[config.mk]
export PLATFORM = sky130hd
export DESIGN_NAME = spfs_top
export DESIGN_NICKNAME = d
export VERILOG_FILES = /design/src/spfs_pkg.sv /design/src/spfs_sync_if.sv /design/src/spfs_sync.sv /design/src/spfs_top.sv
export SDC_FILE = /design/constraint.sdc
export NUM_CORES = 1
export LEC_CHECK = 0
export BUFFER_PORTS_ARGS = -buffer_cell sky130_fd_sc_hd__buf_2
export CORE_ASPECT_RATIO = 0.5
export CORE_MARGIN = 2
export CORE_UTILIZATION = 50
export DETAILED_ROUTE_END_ITERATION = 7
export GPL_ROUTABILITY_DRIVEN = 0
export PLACE_DENSITY = 0.86
export SLEW_MARGIN = 20
export SYNTH_ARGS = -nofsm -noshare
export SYNTH_HDL_FRONTEND = slang
export SYNTH_HIERARCHICAL = 1
export SYNTH_SLANG_ARGS = --single-unit
[constraint.sdc]
create_clock -name clock -period 3.6 [get_ports clock]
set_input_delay 0.72 -clock clock [delete_from_list [all_inputs] [get_ports clock]]
set_output_delay 0.72 -clock clock [all_outputs]
set_load 0.01 [all_outputs]
[src/spfs_pkg.sv]
// Shared constants for the shared pin function selector.
package spfs_pkg;
    // Pin and mode widths.
    localparam int NUM_PINS = 12;
    localparam int MODE_W = 3;
    localparam int SYNC_W = NUM_PINS + MODE_W;
    localparam int SYNC_STAGES = 2;
    localparam logic [1:0] CAPTURE_WAIT = 2'h2;

    // Index of each shared pin in the pin vectors.
    localparam int PIN_PORT3_BIT3 = 0;
    localparam int PIN_PORT3_BIT4 = 1;
    localparam int PIN_PORT3_BIT5 = 2;
    localparam int PIN_PORT3_BIT6 = 3;
    localparam int PIN_PORT3_BIT7 = 4;
    localparam int PIN_PORT4_BIT0 = 5;
    localparam int PIN_PORT4_BIT1 = 6;
    localparam int PIN_PORT4_BIT2 = 7;
    localparam int PIN_PORT4_BIT3 = 8;
    localparam int PIN_PORT9_BIT5 = 9;
    localparam int PIN_PORT9_BIT6 = 10;
    localparam int PIN_PORT9_BIT7 = 11;

    // Operating mode code that means single-chip operation.
    localparam logic [MODE_W-1:0] MODE_SINGLE_CHIP = 3'h3;
    localparam logic [MODE_W-1:0] MODE_RESET = 3'h3;

    // Register byte offsets.
    localparam logic [7:0] OFF_CTRL = 8'h00;
    localparam logic [7:0] OFF_PORT_DATA = 8'h04;
    localparam logic [7:0] OFF_PORT_DIR = 8'h08;
    localparam logic [7:0] OFF_PIN_LEVEL = 8'h0C;
    localparam logic [7:0] OFF_STATUS = 8'h10;

    // Control register fields.
    localparam int CTRL_W = 7;
    localparam int CTRL_BUS16 = 0;
    localparam int CTRL_WRH_EN = 1;
    localparam int CTRL_HOLD_EN = 2;
    localparam int CTRL_READY_EN = 3;
    localparam int CTRL_CLKOUT_EN = 4;
    localparam int CTRL_CAN0_USE = 5;
    localparam int CTRL_CAN1_USE = 6;
    localparam logic [CTRL_W-1:0] CTRL_RESET = 7'h00;

    // Port register reset values.
    localparam logic [NUM_PINS-1:0] PORT_DATA_RESET = 12'h000;
    localparam logic [NUM_PINS-1:0] PORT_DIR_RESET = 12'h000;

    // Status register fields.
    localparam int STAT_MODE_LSB = 0;
    localparam int STAT_EXT_BUS = 3;
    localparam int STAT_ALT_LSB = 4;
endpackage : spfs_pkg

[src/spfs_sync_if.sv]
// Carrier between the pin synchroniser and the selector top.
`timescale 1ns/1ps
`default_nettype none
interface spfs_sync_if #(
    parameter int W = 15
);
    logic [W-1:0] raw;
    logic [W-1:0] synced;
    modport driver (output raw, input synced);
    modport sync (input raw, output synced);
endinterface : spfs_sync_if
`default_nettype wire

[src/spfs_sync.sv]
// Two-flop synchroniser for pin levels entering the clock domain.
`timescale 1ns/1ps
`default_nettype none
module spfs_sync (
    input wire logic clock,
    input wire logic srst,
    spfs_sync_if.sync sif
);
    localparam int W = $bits(sif.raw);

    genvar i;
    // Each bit passes two flip-flops; the first is read only by the second.
    generate
        for (i = 0; i < W; i = i + 1) begin : g_bit
            logic meta_r;
            logic held_r;
            always_ff @(posedge clock) begin
                if (srst) begin
                    meta_r <= 1'b0;
                    held_r <= 1'b0;
                end else begin
                    meta_r <= sif.raw[i];
                    held_r <= meta_r;
                end
            end
            assign sif.synced[i] = held_r;
        end
    endgenerate
endmodule : spfs_sync
`default_nettype wire

[src/spfs_top.sv]
// Shared pin function selector with its register file on APB.
//
// Contract
// RULE1: High-byte write strobe only with external bus, 16-bit mode and strobe enabled.
// RULE2: Hold request input only when external bus and hold are enabled.
// RULE3: Hold acknowledge output only when external bus and hold are enabled.
// RULE4: Ready input only when external bus and external ready are enabled.
// RULE5: Clock output only when external bus and clock output are enabled.
// RULE6: Serial 0 transmit pin carries data while its output is enabled.
// RULE7: Serial 0 clock pin drives when enabled; level always usable as input.
// RULE8: Serial receive pins stay port bits and always feed the receivers.
// RULE9: CAN receive pins feed controllers; other drivers stop while CAN used.
// RULE10: CAN 1 transmit pin driven only when enabled and channel present.
// RULE11: Mode pins are tied to fixed levels and decoded for bus operation.
// RULE12: A selected alternate output overrides port data and direction.
//
// Local design decisions: the address map and the APB register port.
`timescale 1ns/1ps
`default_nettype none
module spfs_top #(
    parameter int CAN_CHANNELS = 2
) (
    input wire logic clock,
    input wire logic srst,
    input wire logic psel,
    input wire logic penable,
    input wire logic pwrite,
    input wire logic [7:0] paddr,
    input wire logic [31:0] pwdata,
    output logic [31:0] prdata,
    output logic pready,
    output logic pslverr,
    input wire logic [spfs_pkg::NUM_PINS-1:0] pin_in,
    output logic [spfs_pkg::NUM_PINS-1:0] pin_out,
    output logic [spfs_pkg::NUM_PINS-1:0] pin_oe,
    input wire logic mode_select_bit0,
    input wire logic mode_select_bit1,
    input wire logic mode_select_bit2,
    input wire logic high_byte_write_strobe,
    input wire logic bus_hold_acknowledge,
    input wire logic bus_clock,
    input wire logic serial0_tx_data,
    input wire logic serial0_tx_enable,
    input wire logic serial0_clock_out,
    input wire logic serial0_clock_oe,
    input wire logic can1_transmit,
    input wire logic can1_tx_enable,
    output logic bus_hold_request,
    output logic bus_ready,
    output logic serial0_clock_in,
    output logic serial0_rx_data,
    output logic serial1_rx_data,
    output logic can0_receive,
    output logic can1_receive,
    output logic ext_bus_active
);
    localparam int N = spfs_pkg::NUM_PINS;
    localparam logic HAS_CAN1 = (CAN_CHANNELS > 1);

    // Decodes one register address; used for every register.
    function automatic logic reg_hit(input logic [7:0] addr, input logic [7:0] off);
        reg_hit = (addr == off);
    endfunction : reg_hit

    logic [spfs_pkg::CTRL_W-1:0] ctrl_r;
    logic [N-1:0] port_data_r;
    logic [N-1:0] port_dir_r;
    logic [spfs_pkg::MODE_W-1:0] mode_r;
    logic mode_ok_r;
    logic [1:0] cap_cnt_r;
    logic [31:0] prdata_r;
    logic pready_r;
    logic pslverr_r;
    logic [N-1:0] pin_out_r;
    logic [N-1:0] pin_oe_r;
    logic hold_req_r;
    logic ready_r;
    logic sck_in_r;
    logic rx0_r;
    logic rx1_r;
    logic can0_rx_r;
    logic can1_rx_r;
    logic ext_bus_r;

    // Pin and mode levels pass the synchroniser before any logic reads them.
    spfs_sync_if #(.W(spfs_pkg::SYNC_W)) sif ();
    assign sif.raw = {mode_select_bit2, mode_select_bit1, mode_select_bit0, pin_in};
    spfs_sync u_sync (
        .clock(clock),
        .srst(srst),
        .sif(sif.sync)
    );

    logic [N-1:0] pin_lvl;
    logic [spfs_pkg::MODE_W-1:0] mode_lvl;
    assign pin_lvl = sif.synced[N-1:0];
    assign mode_lvl = sif.synced[spfs_pkg::SYNC_W-1:N];

    // Mode decode: single-chip until the strap is caught after reset.
    logic ext_bus;
    assign ext_bus = mode_ok_r && (mode_r != spfs_pkg::MODE_SINGLE_CHIP);

    // RULE11: strap capture
    // The mode straps are static, so they are caught once the synchroniser has filled.
    always_ff @(posedge clock) begin
        if (srst) begin
            mode_r <= spfs_pkg::MODE_RESET;
            mode_ok_r <= 1'b0;
            cap_cnt_r <= 2'h0;
        end else if (!mode_ok_r) begin
            if (cap_cnt_r == spfs_pkg::CAPTURE_WAIT) begin
                mode_r <= mode_lvl;
                mode_ok_r <= 1'b1;
            end else begin
                cap_cnt_r <= cap_cnt_r + 2'h1;
            end
        end
    end

    // Function enables taken from the control register.
    logic bus16;
    logic wrh_en;
    logic hold_en;
    logic ready_en;
    logic clkout_en;
    logic can0_use;
    logic can1_use;
    assign bus16 = ctrl_r[spfs_pkg::CTRL_BUS16];
    assign wrh_en = ctrl_r[spfs_pkg::CTRL_WRH_EN];
    assign hold_en = ctrl_r[spfs_pkg::CTRL_HOLD_EN];
    assign ready_en = ctrl_r[spfs_pkg::CTRL_READY_EN];
    assign clkout_en = ctrl_r[spfs_pkg::CTRL_CLKOUT_EN];
    assign can0_use = ctrl_r[spfs_pkg::CTRL_CAN0_USE];
    assign can1_use = ctrl_r[spfs_pkg::CTRL_CAN1_USE] && HAS_CAN1;

    // Per-function selection terms.
    logic wrh_sel;
    logic hrq_sel;
    logic hak_sel;
    logic rdy_sel;
    logic clk_sel;
    logic can1_tx_sel;
    // RULE1: strobe select
    assign wrh_sel = ext_bus && bus16 && wrh_en;
    // RULE2: hold request select
    assign hrq_sel = ext_bus && hold_en;
    // RULE3: hold acknowledge select
    assign hak_sel = ext_bus && hold_en;
    // RULE4: ready select
    assign rdy_sel = ext_bus && ready_en;
    // RULE5: clock output select
    assign clk_sel = ext_bus && clkout_en;
    // RULE10: transmit select
    assign can1_tx_sel = can1_tx_enable && HAS_CAN1;

    // Alternate output selects and values, one bit per shared pin.
    logic [N-1:0] alt_out_sel;
    logic [N-1:0] alt_out_val;
    logic [N-1:0] alt_in_sel;
    // RULE6: serial data select
    // RULE7: serial clock select
    assign alt_out_sel = {1'b0, can1_tx_sel, 1'b0, 1'b0, 1'b0, serial0_clock_oe,
                          serial0_tx_enable, clk_sel, 1'b0, hak_sel, 1'b0, wrh_sel};
    assign alt_out_val = {1'b0, can1_transmit, 1'b0, 1'b0, 1'b0, serial0_clock_out,
                          serial0_tx_data, bus_clock, 1'b0, bus_hold_acknowledge, 1'b0,
                          high_byte_write_strobe};
    // RULE9: drive stop
    // Input functions keep the pin from being driven while they own it.
    assign alt_in_sel = {can1_use, 1'b0, can0_use, 1'b0, 1'b0, 1'b0, 1'b0, 1'b0,
                         rdy_sel, 1'b0, hrq_sel, 1'b0};

    // Next pin drive for every shared pin.
    logic [N-1:0] pin_out_nxt;
    logic [N-1:0] pin_oe_nxt;
    genvar g;
    generate
        for (g = 0; g < N; g = g + 1) begin : g_pin
            // RULE12: alternate override
            assign pin_out_nxt[g] = alt_out_sel[g] ? alt_out_val[g] : port_data_r[g];
            assign pin_oe_nxt[g] = alt_out_sel[g] | (~alt_in_sel[g] & port_dir_r[g]);
        end
    endgenerate

    // Registered pin drive.
    always_ff @(posedge clock) begin
        if (srst) begin
            pin_out_r <= spfs_pkg::PORT_DATA_RESET;
            pin_oe_r <= spfs_pkg::PORT_DIR_RESET;
        end else begin
            pin_out_r <= pin_out_nxt;
            pin_oe_r <= pin_oe_nxt;
        end
    end

    // Levels handed to the peripherals; hold request and ready sit at idle while unselected.
    always_ff @(posedge clock) begin
        if (srst) begin
            hold_req_r <= 1'b0;
            ready_r <= 1'b1;
            sck_in_r <= 1'b0;
            rx0_r <= 1'b1;
            rx1_r <= 1'b1;
            can0_rx_r <= 1'b1;
            can1_rx_r <= 1'b1;
            ext_bus_r <= 1'b0;
        end else begin
            // RULE2: hold request routing
            hold_req_r <= hrq_sel & pin_lvl[spfs_pkg::PIN_PORT3_BIT4];
            // RULE4: ready routing
            ready_r <= rdy_sel ? pin_lvl[spfs_pkg::PIN_PORT3_BIT6] : 1'b1;
            // RULE7: clock input level
            sck_in_r <= pin_lvl[spfs_pkg::PIN_PORT4_BIT1];
            // RULE8: receiver feed
            rx0_r <= pin_lvl[spfs_pkg::PIN_PORT4_BIT2];
            rx1_r <= pin_lvl[spfs_pkg::PIN_PORT4_BIT3];
            // RULE9: CAN receive feed
            can0_rx_r <= pin_lvl[spfs_pkg::PIN_PORT9_BIT5];
            can1_rx_r <= HAS_CAN1 ? pin_lvl[spfs_pkg::PIN_PORT9_BIT7] : 1'b1;
            ext_bus_r <= ext_bus;
        end
    end

    // APB decode: setup phase prepares the answer, access phase completes it.
    logic setup_ph;
    logic wr_go;
    logic hit_ctrl;
    logic hit_data;
    logic hit_dir;
    logic hit_lvl;
    logic hit_stat;
    logic hit_any;
    logic [31:0] rd_word;
    logic [31:0] status_word;
    assign setup_ph = psel && !penable;
    assign wr_go = psel && penable && pready_r && pwrite;
    assign hit_ctrl = reg_hit(paddr, spfs_pkg::OFF_CTRL);
    assign hit_data = reg_hit(paddr, spfs_pkg::OFF_PORT_DATA);
    assign hit_dir = reg_hit(paddr, spfs_pkg::OFF_PORT_DIR);
    assign hit_lvl = reg_hit(paddr, spfs_pkg::OFF_PIN_LEVEL);
    assign hit_stat = reg_hit(paddr, spfs_pkg::OFF_STATUS);
    assign hit_any = hit_ctrl | hit_data | hit_dir | hit_lvl | hit_stat;
    assign status_word = {16'h0000, alt_out_sel | alt_in_sel, ext_bus, mode_r};
    assign rd_word = hit_ctrl ? {25'h0000000, ctrl_r} :
                     hit_data ? {20'h00000, port_data_r} :
                     hit_dir ? {20'h00000, port_dir_r} :
                     hit_lvl ? {20'h00000, pin_lvl} :
                     hit_stat ? status_word : 32'h00000000;

    // Bus answer registers: one wait-free access cycle after each setup.
    always_ff @(posedge clock) begin
        if (srst) begin
            pready_r <= 1'b0;
            pslverr_r <= 1'b0;
            prdata_r <= 32'h00000000;
        end else begin
            pready_r <= setup_ph;
            pslverr_r <= setup_ph && !hit_any;
            prdata_r <= (setup_ph && !pwrite) ? rd_word : 32'h00000000;
        end
    end

    // Register writes take effect at the completing access edge.
    always_ff @(posedge clock) begin
        if (srst) begin
            ctrl_r <= spfs_pkg::CTRL_RESET;
            port_data_r <= spfs_pkg::PORT_DATA_RESET;
            port_dir_r <= spfs_pkg::PORT_DIR_RESET;
        end else if (wr_go) begin
            if (hit_ctrl) begin
                ctrl_r <= pwdata[spfs_pkg::CTRL_W-1:0];
            end
            if (hit_data) begin
                port_data_r <= pwdata[N-1:0];
            end
            if (hit_dir) begin
                port_dir_r <= pwdata[N-1:0];
            end
        end
    end

    // Outputs come straight from their flip-flops.
    assign prdata = prdata_r;
    assign pready = pready_r;
    assign pslverr = pslverr_r;
    assign pin_out = pin_out_r;
    assign pin_oe = pin_oe_r;
    assign bus_hold_request = hold_req_r;
    assign bus_ready = ready_r;
    assign serial0_clock_in = sck_in_r;
    assign serial0_rx_data = rx0_r;
    assign serial1_rx_data = rx1_r;
    assign can0_receive = can0_rx_r;
    assign can1_receive = can1_rx_r;
    assign ext_bus_active = ext_bus_r;
endmodule : spfs_top
`default_nettype wire

# Word level (Yosys, flattened, before mapping)
# Cells that the tools add are included.
op_classes:
  n_addsub: 1
  mul: 0
  n_div: 0
  magnitude_cmp: 0
  eq_ne: 6
  shift: 0
  muxes: 13
  n_bitwise: 24
  reduce_logical: 26
ops:
  columns: ["op", "n"]
  rows:
  - ["$mux W12", 4]
  - ["$eq A8 B4 Y1 const B", 2]
  - ["$logic_and A1 B1 Y1", 12]
  - ["$or A11 B12 Y12", 1]
  - ["$or A1 B1 Y1", 10]
  - ["$reduce_and A2 Y1", 5]
  - ["$eq A8 B3 Y1 const B", 1]
  - ["$eq A8 B5 Y1 const B", 1]
  - ["$logic_not A8 Y1", 1]
  - ["$mux W1", 8]
  - ["$not A1 Y1", 8]
  - ["$mux W7", 1]
  - ["$reduce_or A7 Y1", 1]
  - ["$reduce_or A6 Y1", 1]
  - ["$and A1 B1 Y1", 5]
  - ["$reduce_or A2 Y1", 2]
  - ["$logic_not A1 Y1", 3]
  - ["$ne A3 B2 Y1 const B", 1]
  - ["$reduce_or A3 Y1", 1]
  - ["$add A2 B1 Y2 const B", 1]
  - ["$eq A2 B2 Y1 const B", 1]
totals:
  register_bits: 133
  latch_bits: 0
  ramBits: 0
  mem_bits_ro: 0
  inputBits: 69
  output_inout_bits: 66
  n_memories: 0

# Logic depth before layout (Yosys ltp)
depth:
  ltp_word: 10
  mapped_depth: 7
  ltp_nobuf: 5

# By module
# Netlist, hierarchy kept.
modules_own_cells:
  columns: ["module", "instances", "cells_each", "area_each_um2"]
  rows:
  - ["spfs_top", 1, 349, 3467.1]
  - ["spfs_sync", 1, 78, 994.7]

# Least setup slack after synthesis
# No wires, ideal clock.
synth_timing:
  path_type: "input to register"
  startpoint: "input port paddr[2]"
  endpoint: "register port_data_r[10]"
  arrival_ns: 1.725
  required_time_ns: 3.472
  path_slack_ns: 1.747
  path_stages: 6
  cell_sequence: "buf_4 nor2b_2 nand4_1 buf_4 mux2i_1 nor2_1"
synth_via:
  elab_chain_len: 2
synth_rtl:
  columns: ["item", "line_no", "source"]
  rows:
  - ["start, declared", "spfs_top.sv:28", "input wire logic [7:0] paddr,"]
  - ["$eq A8 B3 Y1", "spfs_top.sv:62", "reg_hit = (addr == off);"]
  - ["$reduce_and A2 Y1 (no line)", null, null]
  - ["end signal, assigned", "spfs_top.sv:266", "port_data_r <= spfs_pkg::PORT_DATA_RESET;"]
  - ["end signal, assigned", "spfs_top.sv:273", "port_data_r <= pwdata[N-1:0];"]
  - ["end, declared", "spfs_top.sv:66", "logic [N-1:0] port_data_r;"]
# No other way between the ends.
# A chain may end at the register's enable or synchronous reset.

# Worst setup path after layout
layout_timing:
  startpoint: "input port paddr[3]"
  endpoint: "register port_dir_r[8]"
layout_via:
  elab_chain_len: 2
layout_rtl:
  columns: ["item", "line_no", "source"]
  rows:
  - ["$eq A8 B4 Y1", "spfs_top.sv:62", null]
  - ["$reduce_and A2 Y1 (no line)", null, null]
  - ["end signal, assigned", "spfs_top.sv:267", "port_dir_r <= spfs_pkg::PORT_DIR_RESET;"]
  - ["end signal, assigned", "spfs_top.sv:276", "port_dir_r <= pwdata[N-1:0];"]
  - ["end, declared", "spfs_top.sv:67", "logic [N-1:0] port_dir_r;"]
# No other way between the ends.

==> out/metrics.yaml <==
synth_ff_type: "dfxtp_1"
wl_per_cell_um: 14.9
avgSynthCellArea_um2: 10.4
run_status: "complete, no violations"
yosysWarnings: 6
cts_resized: 0
vias: 3200
crit_end: "port_dir_r[8]"
setup_tns_ns: 0
netlist_area_um2: 4460
antenna_cells: 0
ys_async_sr_fraction: 0
seq_area_frac_synth: 0.520
layout_common_cells: "dfxtp_1, buf_2, nor2_1, mux2i_1, nor2b_2"
initial_core_util: 0.514
syn_to_final_growth_pct: 20.8
critPathLaunchType: "primary input"
final.setup.worst_slack_ns: 1.29
remaining_drc_errors: 0
required_ns: 3.87
cts_hold_buf: 0
maxCapViolCount: 0
numCtsBuffers: 17
final_max_slew_viol_count: 0
pre_cts_slack_ns: 1.00
core_area_um2: 8680
drt_iter0_markers: 231
drt_pass1_iterations: 6
die_w_um: 138
clkSinkCount: 116
clock_latency_ns: 0.41
worstSetupStartpoint: "paddr[3]"
cts_root_buf: "clkbuf_16"
grt_antenna_before_repair: 0
grt_use_total: 0.208
via_per_inst: 5.02
cts_buffer_depth: 2
ant_nets: 0
die_h_um: 70.8
layout-drive-gt1-share: 0.334
num_rows: 24
critPathMaxFanout: 25
place.port_buffers: 97
worst_pin_slew_ns: 0.617
dpl.hpwl_um: 6500
final.period_utilization: 0.641
ir_drop_mv: 0.354
dieArea_um2: 9740
powerDensity_nw_per_um2: 593
gr-total-overflow: 0
routed_wl_um: 9530
finalSetupViolations: 0
grt_max_degree: 61
cp-end-kind: "register"
synth.ff_latch_count: 116
cts_tree: "yes"
final_common_cell: "dfxtp_1"
hold_class: "reg -> reg"
grt_pass1_wl_um: 15100
io-pin-count: 135
rsz0062_at_grt: "false"
relSlewSlack: 0.588
fmax_ghz: 0.433
fin_crit_ns: 2.31
grt_pass1_vias: 3120
path_class: "in -> reg"
post-cts-setup-buffers: 0
yosysUniqueCellTypes: 51
crit-reg2reg-launch: "pready"
reg2reg_to: "port_dir_r[8]"
r2r_slack_ns: 1.72
hold_violations: 0
fin_nets: 578
synth_edf_count: 0
htreeDepth: 4
crit_arrival_ns: 2.58
reg2regPathDepth: 5
p_leak_nw: 2.60
fin_skew_ns: 0.00659
clkTransAtPathRegs_ns: 0.05
synth_cells: 427
==> critical path, cell delays in order <==
cell,delay [ns]
buf_2,0.42
nor2b_1,0.27
nand4_1,0.53
buf_4,0.40
mux2i_1,0.15
nor2_1,0.06
==> state kept, by name (all words and copies together), names as in the netlist, 2 cells and up <==
name	cells
ctrl_r	7
prdata	15
mode_r	3
port_dir_r	12
pin_oe	12
u_sync/g_bit.held_r	15
port_data_r	12
u_sync/g_bit.meta_r	15
cap_cnt_r	2
pin_out	12
==> routing by layer <==
| metal | GRT usage | vias to the layer above | share of wire |
|---|---|---|---|
| met3 | 0.0703 | 21 | 0.089 |
| met4 | 0.111 | 0 | 0.023 |
| met2 | 0.332 | 143 | 0.48 |
| li1 | - | 1544 | - |
| met1 | 0.250 | 1492 | 0.41 |
| met5 | 0 | - | 0 |
==> area by class of cell <==
class	count	area, um^2
Fill cell	691	3290
Sequential cell	116	2320
Multi-Input combinational cell	267	1800
Timing Repair Buffer	101	518
Clock buffer	22	474
Tap cell	117	146
Clock inverter	10	105
Inverter	5	18.8
==> worst min-delay path by stage <==
stage,startpoint,end,slack [ns],cells past startpoint
3_3_place_gp,u_sync/g_bit[9].meta_r,u_sync/g_bit[9].held_r,0.42,1
3_5_place_dp,u_sync/g_bit[12].held_r,mode_r[0],0.42,1
6_report,u_sync/g_bit[12].held_r,mode_r[0],0.43,1
5_1_grt,u_sync/g_bit[3].meta_r,u_sync/g_bit[3].held_r,0.45,1
4_1_cts,u_sync/g_bit[12].held_r,mode_r[0],0.43,1
2_1_floorplan,u_sync/g_bit[0].meta_r,u_sync/g_bit[0].held_r,0.41,1
==> cell families after synthesis <==
| kind of cell | Yosys count | share of synthesized area |
|---|---|---|
| and+or+nand+nor | 163 | 0.214 |
| other | 1 | 0.000840 |
| xor gates and xnor gates | 1 | 0.00196 |
| adders and majority gates | 1 | 0.00280 |
| buffers and inverters | 60 | 0.0886 |
| muxes | 47 | 0.115 |
| AOI/OAI and AO/OA | 38 | 0.0567 |
| DFF | 116 | 0.520 |
==> through the flow <==
stage	instances	cell area [um^2]	power [W]	utilization	hold WS (ns)
2_1_floorplan	443	4520	0.00155	-	0.414
3_3_place_gp	606	4810	0.00159	0.554	0.417
3_5_place_dp	606	4810	0.00160	0.554	0.420
4_1_cts	638	5390	0.00323	0.621	0.428
5_1_grt	638	5390	0.00331	0.621	0.450
6_report	638	5390	0.00320	0.621	0.430
==> power breakdown <==
part           switching [W]  leakage (nW)  total (W)  internal [W]
clock               0.000559         0.285    0.00162       0.00106
combinational       0.000128          1.37   0.000220     0.0000916
sequential         0.0000258         0.945    0.00136       0.00133
total               0.000713          2.60    0.00320       0.00248
==> synth_stat cells, drive strengths merged, types with 4 or more instances <==
master / count / area (um^2)
a21oi: 13 / 65.1
and3: 6 / 37.5
buf: 45 / 339
clkbuf: 10 / 37.5
dfxtp: 116 / 2320
inv: 5 / 18.8
mux2i: 41 / 410
nand2: 11 / 41.3
nand2b: 5 / 31.3
nand3: 4 / 20.0
nand4: 4 / 31.3
nor2: 65 / 254
nor2b: 47 / 357
o21ai: 4 / 20.0
or2: 5 / 31.3
(Power assumes the default switching activity.)
